**config.mk**
```make
export PLATFORM = sky130hd
export DESIGN_NAME = dmx_exec
export DESIGN_NICKNAME = d
export VERILOG_FILES = /design/src/common/dmx_pkg.sv /design/src/dmx_exec.sv
export VERILOG_INCLUDE_DIRS = /design/src /design/src/common
export SDC_FILE = /design/constraint.sdc
export NUM_CORES = 1
export LEC_CHECK = 0
export BUFFER_PORTS_ARGS = -buffer_cell sky130_fd_sc_hd__buf_2
export CAP_MARGIN = 0
export CORE_MARGIN = 2
export CORE_UTILIZATION = 51
export CTS_CLUSTER_DIAMETER = 80
export DETAILED_ROUTE_END_ITERATION = 7
export GPL_ROUTABILITY_DRIVEN = 0
export PLACE_DENSITY = 0.79
export SLEW_MARGIN = 20
export SYNTH_ARGS = -nofsm -noshare
export SYNTH_HDL_FRONTEND = slang
export SYNTH_SLANG_ARGS = --single-unit
```
**constraint.sdc**
```tcl
create_clock -name mclk -period 2.7 [get_ports mclk]
set_input_delay 0.675 -clock mclk [delete_from_list [all_inputs] [get_ports mclk]]
set_output_delay 0.675 -clock mclk [all_outputs]
set_load 0.02 [all_outputs]
```
**src/common/dmx_regs.svh**
```systemverilog
// constants of the data-move instruction executor
//
// Contract
// RULE_01 - peripheral move copies the source byte unchanged into destination
// RULE_02 - peripheral source spans 00h to 1Fh, destination spans 00h to FFh
// RULE_03 - working register may be source or destination of peripheral move
// RULE_04 - peripheral move opcode: top bits 010, 5-bit source, 8-bit destination
// RULE_05 - peripheral move updates zero flag only
// RULE_06 - one cycle: decode Q1, read Q2, execute Q3, write Q4
// RULE_07 - working move opcode upper byte 00000001, low byte is destination
// RULE_08 - working move takes one cycle and changes no status flag
`ifndef DMX_REGS_SVH
`define DMX_REGS_SVH

`define DMX_OP_PERIPH      3'h2
`define DMX_OP_PERIPH_HI   15
`define DMX_OP_PERIPH_LO   13
`define DMX_SRC_HI         12
`define DMX_SRC_LO         8
`define DMX_OP_WORKING     8'h01
`define DMX_OP_WORKING_HI  15
`define DMX_OP_WORKING_LO  8
`define DMX_DST_HI         7
`define DMX_DST_LO         0
`define DMX_WORKING_REGISTER_ADDR      8'h0A
`define DMX_ZERO_BYTE      8'h00

`endif

```
**src/common/dmx_pkg.sv**
```systemverilog
// types of the data-move instruction executor
`default_nettype none
package dmx_pkg;
	typedef enum logic [1:0]
	{
		DMX_Q1 = 2'h0,
		DMX_Q2 = 2'h1,
		DMX_Q3 = 2'h3,
		DMX_Q4 = 2'h2
	} dmx_phase_e;
	typedef logic [7:0] dmx_byte_t;
endpackage
`default_nettype wire

```
**src/dmx_exec.sv**
```systemverilog
// decode and execution of the peripheral and working-register moves
`include "dmx_regs.svh"
`default_nettype none
module dmx_exec
	import dmx_pkg::*;
(
	input  wire logic        mclk,
	input  wire logic        rstn,
	input  wire logic [15:0] instr,
	input  wire logic        instr_valid,
	input  wire logic [7:0]  rd_data,
	output var  logic [7:0]  rd_addr,
	output var  logic        rd_en,
	output var  logic [7:0]  wr_addr,
	output var  logic [7:0]  wr_data,
	output var  logic        wr_en,
	output var  logic [7:0]  working_register,
	output var  logic        zero_flag,
	output var  logic [1:0]  phase
);

//////////////////////////////////////////////////////////////////////////////
function automatic logic is_periph(input logic [15:0] w);
	is_periph = w[`DMX_OP_PERIPH_HI:`DMX_OP_PERIPH_LO] == `DMX_OP_PERIPH;
endfunction

function automatic logic is_working(input logic [15:0] w);
	is_working = w[`DMX_OP_WORKING_HI:`DMX_OP_WORKING_LO] == `DMX_OP_WORKING;
endfunction

//////////////////////////////////////////////////////////////////////////////
dmx_phase_e phase_reg;
dmx_phase_e phase_next;
logic [15:0] ir_reg;
logic        periph_reg;
logic        working_reg;
dmx_byte_t   data_reg;
dmx_byte_t   working_register_reg;
logic        zero_reg;
logic [7:0]  rd_addr_reg;
logic        rd_en_reg;
logic [7:0]  wr_addr_reg;
logic [7:0]  wr_data_reg;
logic        wr_en_reg;

wire        dec_periph  = is_periph(instr);
wire        dec_working = is_working(instr);
wire [7:0]  src_addr    = {3'h0, ir_reg[`DMX_SRC_HI:`DMX_SRC_LO]};
wire [7:0]  dst_addr    = ir_reg[`DMX_DST_HI:`DMX_DST_LO];
wire        src_is_w    = src_addr == `DMX_WORKING_REGISTER_ADDR;
wire        dst_is_w    = dst_addr == `DMX_WORKING_REGISTER_ADDR;
// source byte as seen in q3; working register bypasses the memory read
wire [7:0]  src_byte    = src_is_w ? working_register_reg : rd_data;
wire [7:0]  move_byte   = periph_reg ? data_reg : working_register_reg;
wire        do_write    = phase_reg == DMX_Q4 && (periph_reg || working_reg);

// no default: all four codes of the two-bit phase are legal
always_comb
begin
	unique case (phase_reg)
		DMX_Q1: phase_next = DMX_Q2;
		DMX_Q2: phase_next = DMX_Q3;
		DMX_Q3: phase_next = DMX_Q4;
		DMX_Q4: phase_next = DMX_Q1;
	endcase
end

//////////////////////////////////////////////////////////////////////////////
// four-phase sequencer, held in q1 while reset
always_ff @(posedge mclk or negedge rstn)
begin
	if (!rstn)
		phase_reg <= DMX_Q1;
	else
		phase_reg <= phase_next; // RULE_06
end

// q1 decode: the instruction is taken only in q1
// decodes look at the live word; the register copy feeds q3 and q4
always_ff @(posedge mclk or negedge rstn)
begin
	if (!rstn)
	begin
		ir_reg      <= 16'h0000;
		periph_reg  <= 1'b0;
		working_reg <= 1'b0;
	end
	else if (phase_reg == DMX_Q1)
	begin
		ir_reg      <= instr;
		periph_reg  <= instr_valid && dec_periph;  // RULE_04
		working_reg <= instr_valid && dec_working; // RULE_07
	end
end

// q2 read strobe; the source field is only five bits wide
always_ff @(posedge mclk or negedge rstn)
begin
	if (!rstn)
	begin
		rd_addr_reg <= `DMX_ZERO_BYTE;
		rd_en_reg   <= 1'b0;
	end
	else
	begin
		rd_en_reg   <= phase_reg == DMX_Q1 && instr_valid && dec_periph;
		// held for the whole slot: the memory byte is fetched after q2
		if (phase_reg == DMX_Q1)
			rd_addr_reg <= {3'h0, instr[`DMX_SRC_HI:`DMX_SRC_LO]}; // RULE_02
	end
end

// q3 execute: latch data, set zero flag on the peripheral move only
always_ff @(posedge mclk or negedge rstn)
begin
	if (!rstn)
	begin
		data_reg <= `DMX_ZERO_BYTE;
		zero_reg <= 1'b0;
	end
	else if (phase_reg == DMX_Q3 && periph_reg) // RULE_08
	begin
		data_reg <= src_byte;                  // RULE_01 RULE_03
		zero_reg <= src_byte == `DMX_ZERO_BYTE; // RULE_05
	end
end

// q4 write; a working destination of the peripheral move also reloads the working register
always_ff @(posedge mclk or negedge rstn)
begin
	if (!rstn)
	begin
		wr_en_reg   <= 1'b0;
		wr_addr_reg <= `DMX_ZERO_BYTE;
		wr_data_reg <= `DMX_ZERO_BYTE;
		working_register_reg    <= `DMX_ZERO_BYTE;
	end
	else
	begin
		wr_en_reg <= do_write; // RULE_06
		if (do_write)
		begin
			wr_addr_reg <= dst_addr;  // RULE_02
			wr_data_reg <= move_byte; // RULE_01 RULE_07
			if (dst_is_w && periph_reg)
				working_register_reg <= move_byte; // RULE_03
		end
	end
end

assign rd_addr          = rd_addr_reg;
assign rd_en            = rd_en_reg;
assign wr_addr          = wr_addr_reg;
assign wr_data          = wr_data_reg;
assign wr_en            = wr_en_reg;
assign working_register = working_register_reg;
assign zero_flag        = zero_reg;
assign phase            = phase_reg;
endmodule
`default_nettype wire

```
* Yosys cells after proc, flatten, opt, wreduce, memory -nomap -nowiden
Cells that the tools add are included.
** Cells by class
- Eq/ne operators :: 7
- Mux-type cells :: 3
- Reductions and logical operators :: 11
** Operator list (number)
- $mux 8 :: 2
- $eq 8x1->1 const B :: 1
- $eq 8x4->1 const B :: 1
- $logic_not 8->1 :: 1
- $pmux 2 s4 :: 1
- $logic_and 1x1->1 :: 7
- $eq 5x4->1 const B :: 1
- $eq 2x2->1 const B :: 2
- $eq 3x2->1 const B :: 1
- $eq 2x1->1 const B :: 1
- $logic_not 2->1 :: 1
- $reduce_and 2->1 :: 1
- $logic_or 1x1->1 :: 1
** Word-level totals
- Bits in registers :: 57
- Input bits :: 27
- Output and inout port bits :: 37
- Logic and storage cells :: 33

* Longest topological paths before layout
- Depth in word-level cells :: 3
- Gate-level depth with buffers :: 6
- Mapped depth without buffers :: 4

* Least setup slack after synthesis
Ideal clock, no wire load.
- Kind :: reg-to-reg
- Start :: reg phase_reg[1], in the netlist phase[1]
- End :: reg working_register_reg[0], in the netlist working_register[0]
- Library setup time :: 0.125 ns
- Data arrival time :: 2.000 ns
- Required time :: 2.575 ns
- Path slack :: 0.575 ns
- Cell stages (with the launch flop) :: 7
- Buffers on the path :: 2
- Period minus slack after synthesis :: 2.125 ns
- Cells stage by stage :: dfrtp_1 inv_2 or3_1 buf_6 or4_4 buf_6 mux2_4
** On the way
- Word-level cells in the longest chain between the ends :: 3
** Ends and longest elaborated chain
- start, declared :: RTL line dmx_exec.sv:32 : dmx_phase_e phase_reg;
- start signal, assigned :: RTL line dmx_exec.sv:75 : phase_reg <= phase_next;
- $eq 2x2->1 :: RTL line dmx_exec.sv:55 : wire do_write = phase_reg == DMX_Q4 && (periph_reg || working_reg);
- $logic_and 1x1->1 :: RTL line dmx_exec.sv:55
- $reduce_and 2->1 (no line)
- end signal, assigned :: RTL line dmx_exec.sv:136 : working_register_reg <= `DMX_ZERO_BYTE;
- end signal, assigned :: RTL line dmx_exec.sv:146 : working_register_reg <= move_byte;
- end, declared :: RTL line dmx_exec.sv:38 : dmx_byte_t working_register_reg;
No other way between the ends.
A chain may end at the register's enable or synchronous reset.

* Worst setup path in the final report
- Start :: reg phase_reg[1], in the netlist phase[1]
- End :: reg working_register_reg[5], in the netlist working_register[5]
The elaborated chain is that of the path after synthesis.

==> out/metrics.csv <==
metric,value,unit
netlist_area,0.00224,mm^2
cap_violations,0,
first_global_vias,1498,
die_y,70.3,um
cp_slowest_cell,or4_4,
final_area,0.00264,mm^2
firstDrtPassIters,4,
start_util,52.2,%
syn_area_per_cell,12.7,um^2
final-seq-area,0.00130,mm^2
track_usage,18.2,%
maxSlewHeadroom,59.9,%
finalSetupViolCount,0,
cts_resized,0,
layout.nets,263,
worstSkewPairLatency,300,ps
tns,0,ps
io_buffer_count,60,
drc_errors,0,
num_rows,24,
syn_inst,176,
vias_per_cell,5.20,
clock-sinks,52,
peakVddDrop,241,uV
leakagePower,1.33,nW
power.density,548,mW/mm^2
skew,8.07,ps
grt_pass1_wl,7000,um
postCtsSetupBuffers,0,
final_common_cell,buf_2,
tightestPinTransition,601,ps
synth_flop_cell,dfrtp_1,
crit_buf_inv,1,
ys.warnings.count,0,
fillers,362,
via_count,1497,
cp_top_family,simple AND/OR/NAND/NOR gates,
dpl.hpwl,3150,um
cts_buffer_depth,2,
synth_edf_count,0,
cts_root_buf,clkbuf_8,
critical_path_required,2880,ps
grt_max_degree,29,
cp-start-kind,flop,
max_clock_freq,502,MHz
antenna_found_initial,0,
hold_class,in2async,
drt_wl_total,4260,um
yosys.area.top_type,dfrtp_1,
largest_reg_flops,13,
cts_buffers,5,
placed_area,0.00256,mm^2
rsz0062_at_grt,false,
synthTopCellsByArea,"dfrtp_1 58%, mux2_2 11%, mux2i_1 7.1%, mux2_4 5.4%, o21ai_0 4.2%",
end_kind,flop,
pin_count,64,
drtAntennaViolNets,0,
finalCritPeriodShare,73.8,%
synth_top_area_share,58.0,%
layout_common_cells,"60 x buf_2, 52 x dfrtp_1, 22 x mux2_2",
path_max_fanout,8,
path_cells,"inv_2, or3_1, or4_4, mux2_4",
clk_pin_slew_worst_paths,90,ps
dr.first_iter.drc_count,74,
die_w,70.3,um
hold_buffers,0,
wl_per_cell,14.8,um
cts_tree,done,
core-area,0.00429,mm^2
worstSetupPathType,reg2reg,
diodes,0,
ys_seq_elements,52,
synthToLayoutAreaGrowth,17.7,%
async_flop_share,100,%
critical-path-max-stage-delay,650,ps
synth.distinct_cells,24,
grt.overflow.total,0,
critPathArrivalTime,2180,ps
drive_above_1_share,44.9,%
yosysSeqAreaShare,58.0,%
multi_input_area,837,um^2
design.die.area,0.00495,mm^2
status,finished clean,
post-route-min-period,1990,ps
slew_violations,0,
cts.htree.levels,2,
hold_viol,0,
## Yosys cell counts (2+ instances only)
library cell / count
mux2i_1: 16
mux2_4: 8
buf_4: 8
o21ai_0: 19
buf_6: 2
nand2b_1: 2
nor4_1: 5
nand3_1: 2
nor2_1: 4
nand2_1: 20
mux2_2: 22
dfrtp_1: 52
clkbuf_1: 5
## cell families after synthesis
| group | share of synthesized area [%] |
|---|---|
| other | 0.167 |
| multiplexers | 23.5 |
| AND/OR/NAND/NOR | 9.03 |
| flip-flops | 58.0 |
| AO/OA/AOI/OAI | 4.24 |
| buffers and inverters | 5.02 |
## report_power, final
group	total [mW]	leakage (nW)	switching (mW)	internal [mW]
sequential	0.871	0.658	0.0382	0.833
clock	0.410	0.0410	0.234	0.177
combinational	0.167	0.635	0.0954	0.0718
total	1.45	1.33	0.367	1.08
## metrics by stage
stage	setup slack, ps	total power [mW]	std cells	utilization, %	hold WS, ps
finish	707	1.45	288	61.5	367
global route	679	1.52	288	61.5	415
CTS	701	1.47	288	61.5	387
detailed placement	721	1.06	281	59.7	468
global placement	817	1.05	281	59.7	460
floorplan	575	0.978	178	-	379
## worst paths after layout
check,cells after the start,to,slack [ps],start
min in group mclk,2,wr_data[2],480,wr_data[2]
hold / removal,1,wr_addr[7],370,rstn
setup reg to reg,4,working_register[5],710,phase[1]
setup / recovery,4,working_register[5],710,phase[1]
max in group asynchronous,2,data_reg[3],1700,rstn
hold reg to reg,2,wr_data[2],480,wr_data[2]
## worst register-to-register path: cells and delay by family, from the launching register on
family	cells	cell delay, ps
buf+inv	1	50
flops	1	430
mux	1	340
simple gates	2	1060
## per-layer routing
metal	vias up	GRT usage, %	share of wire [%]
li1	726	-	-
met1	732	23.9	46
met2	34	29.6	49
met3	5	4.91	4.2
met4	0	5.77	1.1
met5	-	0	0
## area by class of cell
| type | count | area share [%] |
|---|---|---|
| sequential | 52 | 49.3 |
| timing repair buffer | 67 | 13.4 |
| tap | 52 | 2.46 |
| clock buffer | 6 | 2.75 |
| inverter | 2 | 0.284 |
| clock inverter | 1 | 0.189 |
| multi-input combinational | 108 | 31.7 |
Note: power is estimated with default switching activity, not from simulation.
